**src/alc_pkg.sv**
```systemverilog
package alc_pkg;

	// ==========================================================
	// operation codes presented by the instruction decoder
	typedef enum logic [3:0] {
		ALC_OP_ADD = 4'h0,
		ALC_OP_ADD_CARRY = 4'h1,
		ALC_OP_SUB = 4'h2,
		ALC_OP_SUB_BORROW = 4'h3,
		ALC_OP_AND = 4'h4,
		ALC_OP_OR = 4'h5,
		ALC_OP_SET_BITS = 4'h6,
		ALC_OP_WORD_PLUS = 4'h7,
		ALC_OP_WORD_MINUS = 4'h8
	} alc_op_t;

	// ==========================================================
	// sequencer states, one-hot
	typedef enum logic [1:0] {
		ALC_ST_IDLE = 2'b01,
		ALC_ST_WORD_HI = 2'b10
	} alc_state_t;

	// ==========================================================
	// status flag positions and reset value
	localparam int ALC_FLAG_C = 0;
	localparam int ALC_FLAG_Z = 1;
	localparam int ALC_FLAG_N = 2;
	localparam int ALC_FLAG_V = 3;
	localparam int ALC_FLAG_S = 4;
	localparam int ALC_FLAG_H = 5;
	localparam logic [7:0] ALC_STATUS_RESET = 8'h00;

	// ==========================================================
	// i/o space
	localparam logic [5:0] ALC_IO_BIT_REACH_MAX = 6'h1F;
	localparam logic [5:0] ALC_IO_FLAG_ADDR = 6'h1E;
	localparam logic [5:0] ALC_IO_SHARED_ADDR = 6'h31;
	localparam int ALC_IO_FLAG_BITS = 4;
	localparam logic [3:0] ALC_IO_FLAG_RESET = 4'h0;
	localparam logic [7:0] ALC_OSC_TRIM_RESET = 8'h00;
	localparam logic [7:0] ALC_DEBUG_DATA_RESET = 8'h00;

endpackage : alc_pkg

```
**src/alc_byte_alu.sv**
```systemverilog
// ==========================================================
// 8-bit adder/subtractor with carry-in and flag outputs
module alc_byte_alu (
	input wire logic [7:0] a,
	input wire logic [7:0] b,
	input wire logic carry_in,
	input wire logic subtract,
	output logic [7:0] result,
	output logic carry_out,
	output logic half_carry,
	output logic overflow
);
	logic [8:0] full;
	logic [4:0] nib;

	// one 9-bit path; on subtract bit 8 is the borrow
	always_comb begin
		if (subtract) begin
			full = {1'b0, a} - {1'b0, b} - {8'h00, carry_in};
			nib = {1'b0, a[3:0]} - {1'b0, b[3:0]} - {4'h0, carry_in};
		end else begin
			full = {1'b0, a} + {1'b0, b} + {8'h00, carry_in};
			nib = {1'b0, a[3:0]} + {1'b0, b[3:0]} + {4'h0, carry_in};
		end
	end

	// signed overflow: operand signs versus result sign
	assign result = full[7:0];
	assign carry_out = full[8];
	assign half_carry = nib[4];
	assign overflow = subtract ? ((a[7] != b[7]) && (full[7] != a[7]))
		: ((a[7] == b[7]) && (full[7] != a[7]));

endmodule : alc_byte_alu

```
**src/alc_w1c_bank.sv**
```systemverilog
// ==========================================================
// sticky flags, set by hardware events, cleared by writing one
module alc_w1c_bank import alc_pkg::*; #(
	parameter int WIDTH = ALC_IO_FLAG_BITS
) (
	input wire logic sys_clk,
	input wire logic reset_n,
	input wire logic clk_en,
	input wire logic [WIDTH-1:0] set_event,
	input wire logic clear_strobe,
	input wire logic [WIDTH-1:0] clear_mask,
	output logic [WIDTH-1:0] flags
);
	logic [WIDTH-1:0] clear_bits;

	// writing zero leaves a flag alone
	assign clear_bits = clear_strobe ? clear_mask : '0;

	// an event in the clearing cycle survives: set wins
	always_ff @(posedge sys_clk) begin
		if (!reset_n) begin
			flags <= WIDTH'(ALC_IO_FLAG_RESET);
		end else if (clk_en) begin
			flags <= (flags & ~clear_bits) | set_event;
		end
	end

endmodule : alc_w1c_bank

```
**src/alc_core.sv**
```systemverilog
// Summary of operation
// - add with carry: dst plus src plus C
// - word add immediate on pair, two cycles
// - subtract reg or constant, full flags
// - subtract with borrow, two registers
// - subtract immediate with borrow, one cycle
// - word subtract immediate, two cycles, flags
// - and: one cycle, only Z N V S
// - or: one cycle, Z N V S
// - set bits: or with mask constant
// - bit set/clear reach i/o 0x00-0x1F only
// - some flags clear on writing one
// - bit ops rewrite whole register
// - fuse unprogrammed: shared address hits trim
module alc_core import alc_pkg::*; (
	input wire logic sys_clk,
	input wire logic reset_n,
	input wire logic clk_en,
	input wire logic op_valid,
	input wire logic [3:0] op_code,
	input wire logic op_use_imm,
	input wire logic [7:0] dst_operand,
	input wire logic [7:0] source_operand,
	input wire logic [7:0] imm_operand,
	input wire logic [7:0] pair_hi_operand,
	output logic op_ready,
	output logic res_valid,
	output logic [7:0] res_data,
	output logic res_high,
	output logic [7:0] status_flags,
	input wire logic io_bit_valid,
	input wire logic io_bit_set,
	input wire logic [5:0] io_bit_addr,
	input wire logic [2:0] io_bit_index,
	output logic io_bit_refused,
	input wire logic io_wr_valid,
	input wire logic [5:0] io_wr_addr,
	input wire logic [7:0] io_wr_data,
	input wire logic [5:0] io_rd_addr,
	output logic [7:0] io_rd_data,
	input wire logic [3:0] flag_event,
	input wire logic debug_enable_fuse,
	output logic [7:0] osc_trim_register,
	output logic [7:0] debug_data_register
);
	// ==========================================================
	// declarations
	alc_state_t state;
	alc_op_t op;
	logic op_accept;
	logic [7:0] operand_b;
	logic [7:0] alu_a;
	logic [7:0] alu_b;
	logic alu_cin;
	logic alu_sub;
	logic [7:0] alu_res;
	logic alu_c;
	logic alu_h;
	logic alu_v;
	logic word_sub;
	logic lo_carry;
	logic lo_zero;
	logic [7:0] hi_hold;
	logic [7:0] next_status;
	logic fuse_meta;
	logic fuse_sync;
	logic [3:0] io_flags;
	logic bit_in_reach;
	logic bit_do;
	logic [7:0] bit_mask;
	logic [7:0] bit_cur;
	logic wr_en;
	logic [5:0] wr_addr;
	logic [7:0] wr_data;
	logic flag_clear;
	logic [7:0] logic_res;

	// ==========================================================
	// request handshake
	assign op = alc_op_t'(op_code);
	assign op_ready = (state == ALC_ST_IDLE);
	assign op_accept = op_valid && op_ready && clk_en;
	assign operand_b = op_use_imm ? imm_operand : source_operand;

	// ==========================================================
	// shared adder; the high half of a word op reuses it with b = 0
	always_comb begin
		alu_a = dst_operand;
		alu_b = operand_b;
		alu_cin = 1'b0;
		alu_sub = 1'b0;
		case (state)
			ALC_ST_WORD_HI: begin
				alu_a = hi_hold;
				alu_b = 8'h00;
				alu_cin = lo_carry;
				alu_sub = word_sub;
			end
			default: begin
				case (op)
					ALC_OP_ADD_CARRY: alu_cin = status_flags[ALC_FLAG_C];
					ALC_OP_SUB: alu_sub = 1'b1;
					ALC_OP_SUB_BORROW: begin
						alu_sub = 1'b1;
						alu_cin = status_flags[ALC_FLAG_C];
					end
					ALC_OP_WORD_PLUS: alu_b = imm_operand;
					ALC_OP_WORD_MINUS: begin
						alu_b = imm_operand;
						alu_sub = 1'b1;
					end
					default: alu_sub = 1'b0;
				endcase
			end
		endcase
	end

	alc_byte_alu u_alu (
		.a(alu_a),
		.b(alu_b),
		.carry_in(alu_cin),
		.subtract(alu_sub),
		.result(alu_res),
		.carry_out(alu_c),
		.half_carry(alu_h),
		.overflow(alu_v)
	);

	// ==========================================================
	// sequencer: word ops hold the core for a second cycle
	always_ff @(posedge sys_clk) begin
		if (!reset_n) begin
			state <= ALC_ST_IDLE;
		end else if (clk_en) begin
			case (state)
				ALC_ST_IDLE: begin
					if (op_accept && (op == ALC_OP_WORD_PLUS || op == ALC_OP_WORD_MINUS)) begin
						state <= ALC_ST_WORD_HI;
					end
				end
				ALC_ST_WORD_HI: state <= ALC_ST_IDLE;
				default: state <= ALC_ST_IDLE;
			endcase
		end
	end

	// low-half carry, zero and high byte kept for the second cycle
	always_ff @(posedge sys_clk) begin
		if (!reset_n) begin
			lo_carry <= 1'b0;
			lo_zero <= 1'b0;
			hi_hold <= 8'h00;
			word_sub <= 1'b0;
		end else if (clk_en && op_accept) begin
			lo_carry <= alu_c;
			lo_zero <= (alu_res == 8'h00);
			hi_hold <= pair_hi_operand;
			word_sub <= (op == ALC_OP_WORD_MINUS);
		end
	end

	// ==========================================================
	// result write-back to the register file
	always_ff @(posedge sys_clk) begin
		if (!reset_n) begin
			res_valid <= 1'b0;
			res_data <= 8'h00;
			res_high <= 1'b0;
		end else if (clk_en) begin
			res_valid <= op_accept || (state == ALC_ST_WORD_HI);
			res_high <= (state == ALC_ST_WORD_HI);
			if (state == ALC_ST_WORD_HI) begin
				res_data <= alu_res;
			end else if (op_accept) begin
				case (op)
					ALC_OP_AND: res_data <= dst_operand & operand_b;
					ALC_OP_OR: res_data <= dst_operand | operand_b;
					ALC_OP_SET_BITS: res_data <= dst_operand | imm_operand;
					default: res_data <= alu_res;
				endcase
			end
		end
	end

	// logic-family result; set-bits always takes the immediate, whatever op_use_imm says
	assign logic_res = (op == ALC_OP_AND) ? (dst_operand & operand_b)
		: (op == ALC_OP_SET_BITS) ? (dst_operand | imm_operand) : (dst_operand | operand_b);

	// ==========================================================
	// status flags; S is always N xor V
	always_comb begin
		next_status = status_flags;
		if (state == ALC_ST_WORD_HI) begin
			next_status[ALC_FLAG_C] = alu_c;
			next_status[ALC_FLAG_Z] = lo_zero && (alu_res == 8'h00);
			next_status[ALC_FLAG_N] = alu_res[7];
			next_status[ALC_FLAG_V] = alu_v;
			next_status[ALC_FLAG_S] = alu_res[7] ^ alu_v;
		end else if (op_accept) begin
			case (op)
				ALC_OP_AND, ALC_OP_OR, ALC_OP_SET_BITS: begin
					// logic ops leave C and H alone
					next_status[ALC_FLAG_V] = 1'b0;
					next_status[ALC_FLAG_N] = logic_res[7];
					next_status[ALC_FLAG_Z] = (logic_res == 8'h00);
					next_status[ALC_FLAG_S] = next_status[ALC_FLAG_N];
				end
				ALC_OP_WORD_PLUS, ALC_OP_WORD_MINUS: next_status = status_flags;
				default: begin
					next_status[ALC_FLAG_C] = alu_c;
					next_status[ALC_FLAG_H] = alu_h;
					next_status[ALC_FLAG_N] = alu_res[7];
					next_status[ALC_FLAG_V] = alu_v;
					next_status[ALC_FLAG_S] = alu_res[7] ^ alu_v;
					// borrow chains keep Z only if all bytes were zero
					next_status[ALC_FLAG_Z] = (op == ALC_OP_SUB_BORROW)
						? (status_flags[ALC_FLAG_Z] && alu_res == 8'h00)
						: (alu_res == 8'h00);
				end
			endcase
		end
	end

	always_ff @(posedge sys_clk) begin
		if (!reset_n) begin
			status_flags <= ALC_STATUS_RESET;
		end else if (clk_en) begin
			status_flags <= next_status;
		end
	end

	// ==========================================================
	// fuse level comes from outside: two flops before use
	always_ff @(posedge sys_clk) begin
		if (!reset_n) begin
			fuse_meta <= 1'b0;
			fuse_sync <= 1'b0;
		end else if (clk_en) begin
			fuse_meta <= debug_enable_fuse;
			fuse_sync <= fuse_meta;
		end
	end

	// ==========================================================
	// i/o view; reserved flag bits read as zero
	function automatic logic [7:0] io_view(input logic [5:0] addr);
		logic [7:0] v;
		v = 8'h00;
		if (addr == ALC_IO_FLAG_ADDR) begin
			v = {4'h0, io_flags};
		end else if (addr == ALC_IO_SHARED_ADDR) begin
			v = fuse_sync ? debug_data_register : osc_trim_register;
		end
		return v;
	endfunction : io_view

	// bit ops beyond the low 32 addresses are refused
	assign bit_in_reach = (io_bit_addr <= ALC_IO_BIT_REACH_MAX);
	assign bit_do = io_bit_valid && bit_in_reach;
	assign bit_mask = 8'h01 << io_bit_index;
	// a process, not an assign: the view reads flags and registers beyond its argument
	always_comb begin
		bit_cur = io_view(io_bit_addr);
	end

	// one write port; a bit op wins over a plain write in the same cycle
	always_comb begin
		wr_en = io_wr_valid;
		wr_addr = io_wr_addr;
		wr_data = io_wr_data;
		if (bit_do) begin
			wr_en = 1'b1;
			wr_addr = io_bit_addr;
			// whole register written back: set flags go out as ones
			wr_data = io_bit_set ? (bit_cur | bit_mask) : (bit_cur & ~bit_mask);
		end
	end

	assign flag_clear = wr_en && (wr_addr == ALC_IO_FLAG_ADDR);

	alc_w1c_bank #(
		.WIDTH(ALC_IO_FLAG_BITS)
	) u_flags (
		.sys_clk(sys_clk),
		.reset_n(reset_n),
		.clk_en(clk_en),
		.set_event(flag_event),
		.clear_strobe(flag_clear),
		.clear_mask(wr_data[3:0]),
		.flags(io_flags)
	);

	// shared address steered by the synchronised fuse
	always_ff @(posedge sys_clk) begin
		if (!reset_n) begin
			osc_trim_register <= ALC_OSC_TRIM_RESET;
			debug_data_register <= ALC_DEBUG_DATA_RESET;
		end else if (clk_en && wr_en && wr_addr == ALC_IO_SHARED_ADDR) begin
			if (fuse_sync) begin
				debug_data_register <= wr_data;
			end else begin
				osc_trim_register <= wr_data;
			end
		end
	end

	// read data and refusal pulse, registered
	always_ff @(posedge sys_clk) begin
		if (!reset_n) begin
			io_rd_data <= 8'h00;
			io_bit_refused <= 1'b0;
		end else if (clk_en) begin
			io_rd_data <= io_view(io_rd_addr);
			io_bit_refused <= io_bit_valid && !bit_in_reach;
		end
	end

	// ==========================================================
	// checks
	logic [7:0] chk_adc;
	logic [7:0] chk_sbc;
	logic [7:0] chk_and;
	logic [7:0] chk_set;
	assign chk_adc = dst_operand + operand_b + {7'h00, status_flags[ALC_FLAG_C]};
	assign chk_sbc = dst_operand - operand_b - {7'h00, status_flags[ALC_FLAG_C]};
	assign chk_and = dst_operand & operand_b;
	assign chk_set = dst_operand | imm_operand;

	property p_adc_sum;
		@(posedge sys_clk) disable iff (!reset_n)
		op_accept && op == ALC_OP_ADD_CARRY |=> res_valid && res_data == $past(chk_adc);
	endproperty
	a_adc_sum: assert property (p_adc_sum) else $error("add with carry wrong");

	property p_word_plus;
		@(posedge sys_clk) disable iff (!reset_n)
		op_accept && op == ALC_OP_WORD_PLUS ##1 clk_en
			|-> !op_ready && res_valid && !res_high ##1 res_valid && res_high && op_ready;
	endproperty
	a_word_plus: assert property (p_word_plus) else $error("word add not two cycles");

	property p_sub_flags;
		@(posedge sys_clk) disable iff (!reset_n)
		op_accept && op == ALC_OP_SUB |=> status_flags[ALC_FLAG_Z] == (res_data == 8'h00)
			&& status_flags[ALC_FLAG_N] == res_data[7];
	endproperty
	a_sub_flags: assert property (p_sub_flags) else $error("subtract flags wrong");

	property p_sbc_reg;
		@(posedge sys_clk) disable iff (!reset_n)
		op_accept && op == ALC_OP_SUB_BORROW && !op_use_imm |=> res_data == $past(chk_sbc);
	endproperty
	a_sbc_reg: assert property (p_sbc_reg) else $error("borrow subtract wrong");

	property p_sbc_imm;
		@(posedge sys_clk) disable iff (!reset_n)
		op_accept && op == ALC_OP_SUB_BORROW && op_use_imm |=> res_data == $past(chk_sbc);
	endproperty
	a_sbc_imm: assert property (p_sbc_imm) else $error("borrow immediate wrong");

	property p_word_minus;
		@(posedge sys_clk) disable iff (!reset_n)
		op_accept && op == ALC_OP_WORD_MINUS ##1 clk_en ##1 clk_en
			|-> res_high && status_flags[ALC_FLAG_S]
			== (status_flags[ALC_FLAG_N] ^ status_flags[ALC_FLAG_V])
			&& status_flags[ALC_FLAG_N] == res_data[7]
			&& (!status_flags[ALC_FLAG_Z] || res_data == 8'h00);
	endproperty
	a_word_minus: assert property (p_word_minus) else $error("word subtract wrong");

	property p_and_logic;
		@(posedge sys_clk) disable iff (!reset_n)
		op_accept && op == ALC_OP_AND |=> res_data == $past(chk_and)
			&& !status_flags[ALC_FLAG_V] && $stable(status_flags[ALC_FLAG_C]);
	endproperty
	a_and_logic: assert property (p_and_logic) else $error("and wrong");

	property p_set_bits;
		@(posedge sys_clk) disable iff (!reset_n)
		op_accept && (op == ALC_OP_SET_BITS || (op == ALC_OP_OR && op_use_imm))
			|=> res_data == $past(chk_set) && !status_flags[ALC_FLAG_V];
	endproperty
	a_set_bits: assert property (p_set_bits) else $error("or mask wrong");

	property p_bit_reach;
		@(posedge sys_clk) disable iff (!reset_n)
		clk_en && io_bit_valid && io_bit_addr > ALC_IO_BIT_REACH_MAX |=> io_bit_refused;
	endproperty
	a_bit_reach: assert property (p_bit_reach) else $error("far bit op not refused");

	property p_w1c;
		@(posedge sys_clk) disable iff (!reset_n)
		clk_en && flag_clear && wr_data[0] && !flag_event[0] |=> !io_flags[0];
	endproperty
	a_w1c: assert property (p_w1c) else $error("flag not cleared by one");

	property p_rmw;
		@(posedge sys_clk) disable iff (!reset_n)
		clk_en && bit_do && io_bit_set && io_bit_addr == ALC_IO_FLAG_ADDR
			&& flag_event == 4'h0 |=> io_flags == 4'h0;
	endproperty
	a_rmw: assert property (p_rmw) else $error("bit op kept set flags");

	property p_shared;
		@(posedge sys_clk) disable iff (!reset_n)
		clk_en && !fuse_sync && wr_en && wr_addr == ALC_IO_SHARED_ADDR
			|=> osc_trim_register == $past(wr_data) && $stable(debug_data_register);
	endproperty
	a_shared: assert property (p_shared) else $error("shared address misrouted");

	c_adc: cover property (@(posedge sys_clk) op_accept && op == ALC_OP_ADD_CARRY);
	c_word: cover property (@(posedge sys_clk) res_valid && res_high);
	c_refused: cover property (@(posedge sys_clk) io_bit_refused);
	c_flag_clear: cover property (@(posedge sys_clk) flag_clear && io_flags != 4'h0);

endmodule : alc_core

```
**config.mk**
```make
export PLATFORM = sky130hd
export DESIGN_NAME = alc_core
export DESIGN_NICKNAME = d
export VERILOG_FILES = /design/src/alc_pkg.sv /design/src/alc_byte_alu.sv /design/src/alc_w1c_bank.sv /design/src/alc_core.sv
export SDC_FILE = /design/constraint.sdc
export NUM_CORES = 1
export LEC_CHECK = 0
export BUFFER_PORTS_ARGS = -buffer_cell sky130_fd_sc_hd__buf_2
export CELL_PAD_IN_SITES_DETAIL_PLACEMENT = 1
export CELL_PAD_IN_SITES_GLOBAL_PLACEMENT = 1
export CORE_ASPECT_RATIO = 0.75
export CORE_UTILIZATION = 38
export CTS_CLUSTER_SIZE = 16
export DETAILED_ROUTE_END_ITERATION = 16
export MAX_ROUTING_LAYER = met4
export PLACE_DENSITY = 0.77
export SKIP_CTS_REPAIR_TIMING = 1
export SLEW_MARGIN = 20
export SYNTH_ARGS = -nofsm -noshare
export SYNTH_HDL_FRONTEND = slang
export SYNTH_SLANG_ARGS = --single-unit
```
**constraint.sdc**
```tcl
create_clock -name sys_clk -period 4.8 [get_ports sys_clk]
set_input_delay 0.48 -clock sys_clk [delete_from_list [all_inputs] [get_ports sys_clk]]
set_output_delay 0.48 -clock sys_clk [all_outputs]
set_load 0.03 [all_outputs]
```
==> results of run 1 <==
[final timing paths]
kind                     endpoint  cells after the start
setup / recovery  status_flags[1]                     16
hold / removal         hi_hold[6]                      3
setup reg to reg          lo_zero                     11
hold reg to reg        hi_hold[2]                      2
[cell families after synthesis]
logic type,synth area share (%)
other cells,0.0849
mux,10.1
simple gates,22.5
flops,27.2
xor+xnor,2.97
buf+inv,5.07
compound gates,24.8
fa+ha+maj,7.20
[report_power, final]
part           total, mW  switching, mW  leakage [nW]  internal (mW)
combinational      0.446          0.274          1.65          0.172
clock              0.656          0.231         0.151          0.426
sequential         0.532         0.0142         0.488          0.518
total               1.63          0.519          2.29           1.12
[per-stage QoR]
stage / instance area, sq um / hold WS (ns) / power (mW)
global placement: 5100 / 0.441 / 0.963
detailed placement: 5100 / 0.449 / 0.980
CTS: 5400 / 0.378 / 1.64
finish: 5400 / 0.388 / 1.63
global route: 5400 / 0.396 / 1.70
floorplan: 4420 / 0.433 / 0.839
[routing by layer]
metal | vias up | GRT usage [%] | part of all wire [%]
li1 | 2245 | - | -
met1 | 2276 | 37.3 | 49
met4 | 0 | 6.33 | 1.1
met5 | - | - | 0
met2 | 144 | 42.2 | 44
met3 | 19 | 4.99 | 5.8
[state kept, by name, summed over array words and instances, names as in the netlist, 2 cells and up]
name                 cells
state                    2
hi_hold                  8
osc_trim_register        8
debug_data_register      8
status_flags             6
io_rd_data               8
res_data                 8
u_flags.flags            4
[worst max-delay path, cell delays in order]
cell,delay [ns]
buf_2,0.21
nor4b_1,0.56
o21bai_1,0.30
nor2_2,0.19
mux2i_1,0.23
nor2_1,0.11
fa_1,0.43
inv_1,0.09
ha_1,0.25
nand4b_1,0.18
o211ai_4,0.12
a221oi_2,0.33
xnor2_1,0.13
mux2_4,0.32
a2111oi_4,0.33
a21o_1,0.15
[synth_stat cells, types with 4 or more instances]
cell       n  share of area [%]
nor4b_1    5               0.99
ha_1      19                5.4
and3_1     4               0.57
o22ai_1    5               0.71
o21ai_0   25                2.8
inv_1     23                2.0
a31oi_1    4               0.57
nand3_1   13                1.5
nor4_1     5               0.71
nand2_1   57                4.8
a211oi_1  19                3.2
fa_1       4                1.8
nor2b_1    9                1.3
dfxtp_1   60                 27
a221oi_1   7                1.4
mux2_2    18                4.6
xnor2_1   11                2.2
mux2i_1   23                5.2
o21ai_1    4               0.45
clkbuf_1  24                2.0
nor3_1    14                1.6
xor2_1     4               0.79
nand2b_1  10                1.4
nor2_1    55                4.7
a21o_1     6                1.0
a21oi_1   61                6.9
o211ai_1   7                1.2
[area by class of cell]
class / instances / area, sq um / area share, %
timing repair buffer: 125 / 641 / 11.9
tap: 140 / 175 / 3.24
sequential: 60 / 1200 / 22.2
multi-input combinational: 446 / 3000 / 55.4
clock buffer: 11 / 253 / 4.68
clock inverter: 4 / 48.8 / 0.903
inverter: 24 / 90.1 / 1.67
==> impl_metrics.env, run 1 <==
export IMPL_grt_antenna_before_repair=0
export IMPL_fillers=1404
export IMPL_synth_seq_cells=60
export IMPL_worstMarginPinSlew_ns=1.01
export IMPL_synth_main_ff_cell="dfxtp_1"
export IMPL_peakVddDrop_mv=0.279
export IMPL_avgViaCountPerCell=5.78
export IMPL_dp_hpwl_mm=12.6
export IMPL_core_area_sq_um=11100
export IMPL_io_pins=122
export IMPL_cts_buffers=9
export IMPL_nets=767
export IMPL_clock_latency_ns=0.34
export IMPL_netlist_instances=560
export IMPL_p_per_area_nw_per_um2=303
export IMPL_initial_utilization_pct=39.8
export IMPL_max_clock_freq_mhz=240
export IMPL_fp_dieW_um=126
export IMPL_crit_type="input port to flip-flop"
export IMPL_root_buffer="clkbuf_16"
export IMPL_finalSetupTns_ns=0
export IMPL_final_common_cell="buf_2"
export IMPL_ys_seq_area_share_pct=27.2
export IMPL_outcome="completed"
export IMPL_drt_wl_total_mm=15.8
export IMPL_maxSlewHeadroom_pct=32.2
export IMPL_path_clk_slew_ns=0.05
export IMPL_worstHoldPathType="input port to flip-flop"
export IMPL_finalClockSkew_ns=0.0114
export IMPL_maxCapViolCount=0
export IMPL_crit_fanout=20
export IMPL_fin_util_pct=48.7
export IMPL_syn_area_per_cell_sq_um=7.89
export IMPL_worstReg2RegStart="state[1]"
export IMPL_num_rows=33
export IMPL_track_usage_pct=27.4
export IMPL_ant_nets=0
export IMPL_synth_distinct_cells=70
export IMPL_finalHoldViolations=0
export IMPL_rsz0062_at_grt="false"
export IMPL_grt_max_degree=37
export IMPL_layout_common_cells="119 x buf_2, 61 x a21oi_1, 60 x dfxtp_1"
export IMPL_cp_data_required_time_ns=5.08
export IMPL_clock_path_buffers=2
export IMPL_grt_pass1_wl_mm=24.6
export IMPL_area_delta_synth_final_pct=22.4
export IMPL_cts_tree="yes"
export IMPL_syn_area_sq_um=4420
export IMPL_synth_edf_count=0
export IMPL_dpl_cell_count=795
export IMPL_startpoint="op_code[0]"
export IMPL_drt_pass1_iter_count=5
export IMPL_dp_slack_ns=0.351
export IMPL_grt_pass1_vias=4645
export IMPL_cts_htree_levels=3
export IMPL_numClockSinks=60
export IMPL_power_leakage_nw=2.29
export IMPL_via_count=4684
export IMPL_drt_initial_drc_count=320
export IMPL_cp_arrival_ns=4.44
export IMPL_startpoint_type="input port"
export IMPL_overflow=0
export IMPL_wl_per_cell_um=19.5
export IMPL_routabilityCongestion=0.938
export IMPL_die_h_um=95.4
export IMPL_regToRegSetupSlack_ns=0.81
export IMPL_setup_viol=0
export IMPL_yosysWarnings=0
export IMPL_finalCritPeriodShare_pct=86.7
export IMPL_die_area_sq_um=12100
export IMPL_worst_slack_ns=0.638
export IMPL_period_needed_ns=4.16
export IMPL_drcViolationCount=0
export IMPL_fin_cells=810
export IMPL_min_from="pair_hi_operand[6]"
export IMPL_async_reset_ff_share_pct=0
export IMPL_end_kind="flip-flop"
export IMPL_io_buffers=119
export IMPL_layout_drive_gt1_share_pct=26.1
export IMPL_num_antenna_cells=0
export IMPL_slew_violations=0
No activity file was read; power rests on OpenSTA's default activity.
==> inputs of run 2 (changes only) <==
- BUFFER_PORTS_ARGS: -buffer_cell sky130_fd_sc_hd__buf_2 -> -buffer_cell sky130_fd_sc_hd__buf_4
- CAP_MARGIN: unset -> 20
- TNS_END_PERCENT: unset -> 50
==> run 2 against run 1 <==
Effect of this change: clock power increased by 5.6%; worst hold slack improved by 0.013 ns; sequential share of layout area decreased by 1.2 points; highest routed layer unchanged.
==> impl_metrics.env, run 2 (synthesis gave the netlist of run 1 again) <==
export IMPL_path_clk_slew_ns=0.05
export IMPL_power_net_switching_mw=0.519
export IMPL_drt_wl_total_mm=16.4
export IMPL_cp_data_required_time_ns=5.07
export IMPL_io_buffers=119
export IMPL_drt_initial_drc_count=294
export IMPL_cp_cell_sequence="buf_4 -> nor4b_1 -> o21bai_1 -> nor2_2 -> mux2i_1 -> nor2_1 -> fa_1 -> inv_1 -> ha_1 -> nand4b_1 -> o211ai_4 -> a221oi_2 -> xnor2_1 -> mux2_4 -> a2111oi_4 -> a21o_1"
export IMPL_min_path_cells=3
export IMPL_r2r_cells=11
export IMPL_routabilityCongestion=0.892
export IMPL_grt_pass1_vias=4678
export IMPL_place_area_sq_um=5390
export IMPL_pwr_share_seq_pct=31.4
export IMPL_cts_htree_levels=3
export IMPL_track_usage_pct=28.3
export IMPL_startpoint_type="input port"
export IMPL_grt_max_degree=42
export IMPL_fillers=1361
export IMPL_fp_dieW_um=126
export IMPL_wl_per_cell_um=20.2
export IMPL_max_clock_freq_mhz=247
export IMPL_finalHoldViolations=0
export IMPL_power_leakage_nw=2.36
export IMPL_combPwrFrac_pct=27.8
export IMPL_finalSetupTns_ns=0
export IMPL_num_antenna_cells=0
export IMPL_crit_fanout=20
export IMPL_crit_family="compound AO/OA/AOI/OAI gates"
export IMPL_dp_hpwl_mm=12.9
export IMPL_clock_latency_ns=0.33
export IMPL_outcome="completed"
export IMPL_fin_util_pct=51.4
export IMPL_ant_nets=0
export IMPL_io_pins=122
export IMPL_grt_antenna_before_repair=0
export IMPL_rsz0062_at_grt="false"
export IMPL_worstMarginPinSlew_ns=0.955
export IMPL_overflow=0
export IMPL_die_h_um=95.4
export IMPL_crit_type="input port to flip-flop"
export IMPL_worst_slack_ns=0.754
export IMPL_crit_path_max_incr_delay_ns=0.54
export IMPL_worstReg2RegStart="state[1]"
export IMPL_maxSlewHeadroom_pct=35.7
export IMPL_core_area_sq_um=11100
export IMPL_die_area_sq_um=12100
export IMPL_period_needed_ns=4.05
export IMPL_drt_pass1_iter_count=4
export IMPL_peakVddDrop_mv=0.256
export IMPL_p_per_area_nw_per_um2=297
export IMPL_cp_arrival_ns=4.32
export IMPL_grt_pass1_wl_mm=25.4
export IMPL_p_int_mw=1.18
export IMPL_dp_slack_ns=0.453
export IMPL_finalClockSkew_ns=0.00504
export IMPL_drcViolationCount=0
export IMPL_min_from="pair_hi_operand[0]"
export IMPL_rr_endpoint="lo_zero"
export IMPL_end_kind="flip-flop"
export IMPL_via_count=4715
export IMPL_root_buffer="clkbuf_16"
export IMPL_clock_path_buffers=2
export IMPL_ff_latch_area_sq_um=1200
export IMPL_maxCapViolCount=0
export IMPL_multiInputGateArea_sq_um=3000
export IMPL_cts_buffers=9
export IMPL_setup_viol=0
export IMPL_worstHoldPathType="input port to flip-flop"
export IMPL_numClockSinks=60
export IMPL_final_common_cell="buf_4"
export IMPL_slew_violations=0
export IMPL_final_area_sq_um=5710
export IMPL_worstHoldEndpoint="hi_hold[0]"
export IMPL_cp_buffers_inverters=2
export IMPL_p_clk_share_pct=40.8
export IMPL_switching_share_pct=30.6
export IMPL_initial_utilization_pct=39.8
export IMPL_num_rows=33
export IMPL_cts_tree="yes"
export IMPL_area_delta_synth_final_pct=29.3
export IMPL_avgViaCountPerCell=5.83
export IMPL_cp_slowest_cell="nor4b_1"
export IMPL_finalCritPeriodShare_pct=84.3
export IMPL_regToRegSetupSlack_ns=0.87
export IMPL_layout_drive_gt1_share_pct=25.9
export IMPL_layout_common_cells="124 x buf_4, 61 x a21oi_1, 60 x dfxtp_1"
export IMPL_nets=766
-- run 2: cell count changes in the layout (fill, tap and decap cells not counted), sizes merged --
cell | before | now
bufinv | 1 | 2
buf | 125 | 124
clkinv | 4 | 3
-- run 2: cell type report --
cell class	count	share of cell area [%]
Timing Repair Buffer	124	16.3
Inverter	24	1.58
Multi-Input combinational cell	446	52.5
Clock inverter	4	1.29
Tap cell	140	3.07
Clock buffer	11	4.25
Sequential cell	60	21.0
-- run 2: per-layer routing --
layer,vias to the layer above,GRT usage (%),share of wire [%]
li1,2244,-,-
met1,2324,39.7,50
met2,136,43.3,44
met3,11,4.10,4.8
met4,0,5.52,0.52
met5,-,-,0
-- run 2: worst reg2reg max path, cell delays in order (launching register included) --
cell and delay (ns):
dfxtp_1 0.40, and2b_2 0.64, mux2i_1 0.46, inv_1 0.11, fa_1 0.47, fa_1 0.40, a31o_2 0.25, a31oi_1 0.30
xnor2_1 0.16, a21oi_1 0.11, nor4_2 0.39, a32o_1 0.17
-- run 2: how the worst max path moves through the flow --
stage                            endpoint  cells past startpoint       start
final                     status_flags[1]                     16  op_code[0]
after global routing              lo_zero                     16  op_code[0]
after CTS                 status_flags[1]                     16  op_code[0]
after detailed placement  status_flags[1]                     16  op_code[0]
after global placement    status_flags[1]                     16  op_code[0]
after floorplan           status_flags[1]                     16  op_code[0]
-- run 2: power groups by stage --
stage / clock network (mW) / logic, mW / registers [mW]
after global routing: 0.727 / 0.508 / 0.535
after detailed placement: 0 / 0.463 / 0.543
final: 0.693 / 0.472 / 0.533
after global placement: 0 / 0.449 / 0.542
after floorplan: 0 / 0.278 / 0.561
after CTS: 0.703 / 0.466 / 0.533
-- run 2: through the flow --
stage,hold slack [ns],power (mW),std cells
after detailed placement,0.449,1.01,794
after floorplan,0.433,0.839,561
after CTS,0.396,1.70,809
after global placement,0.444,0.991,794
after global routing,0.409,1.77,809
final,0.400,1.70,809
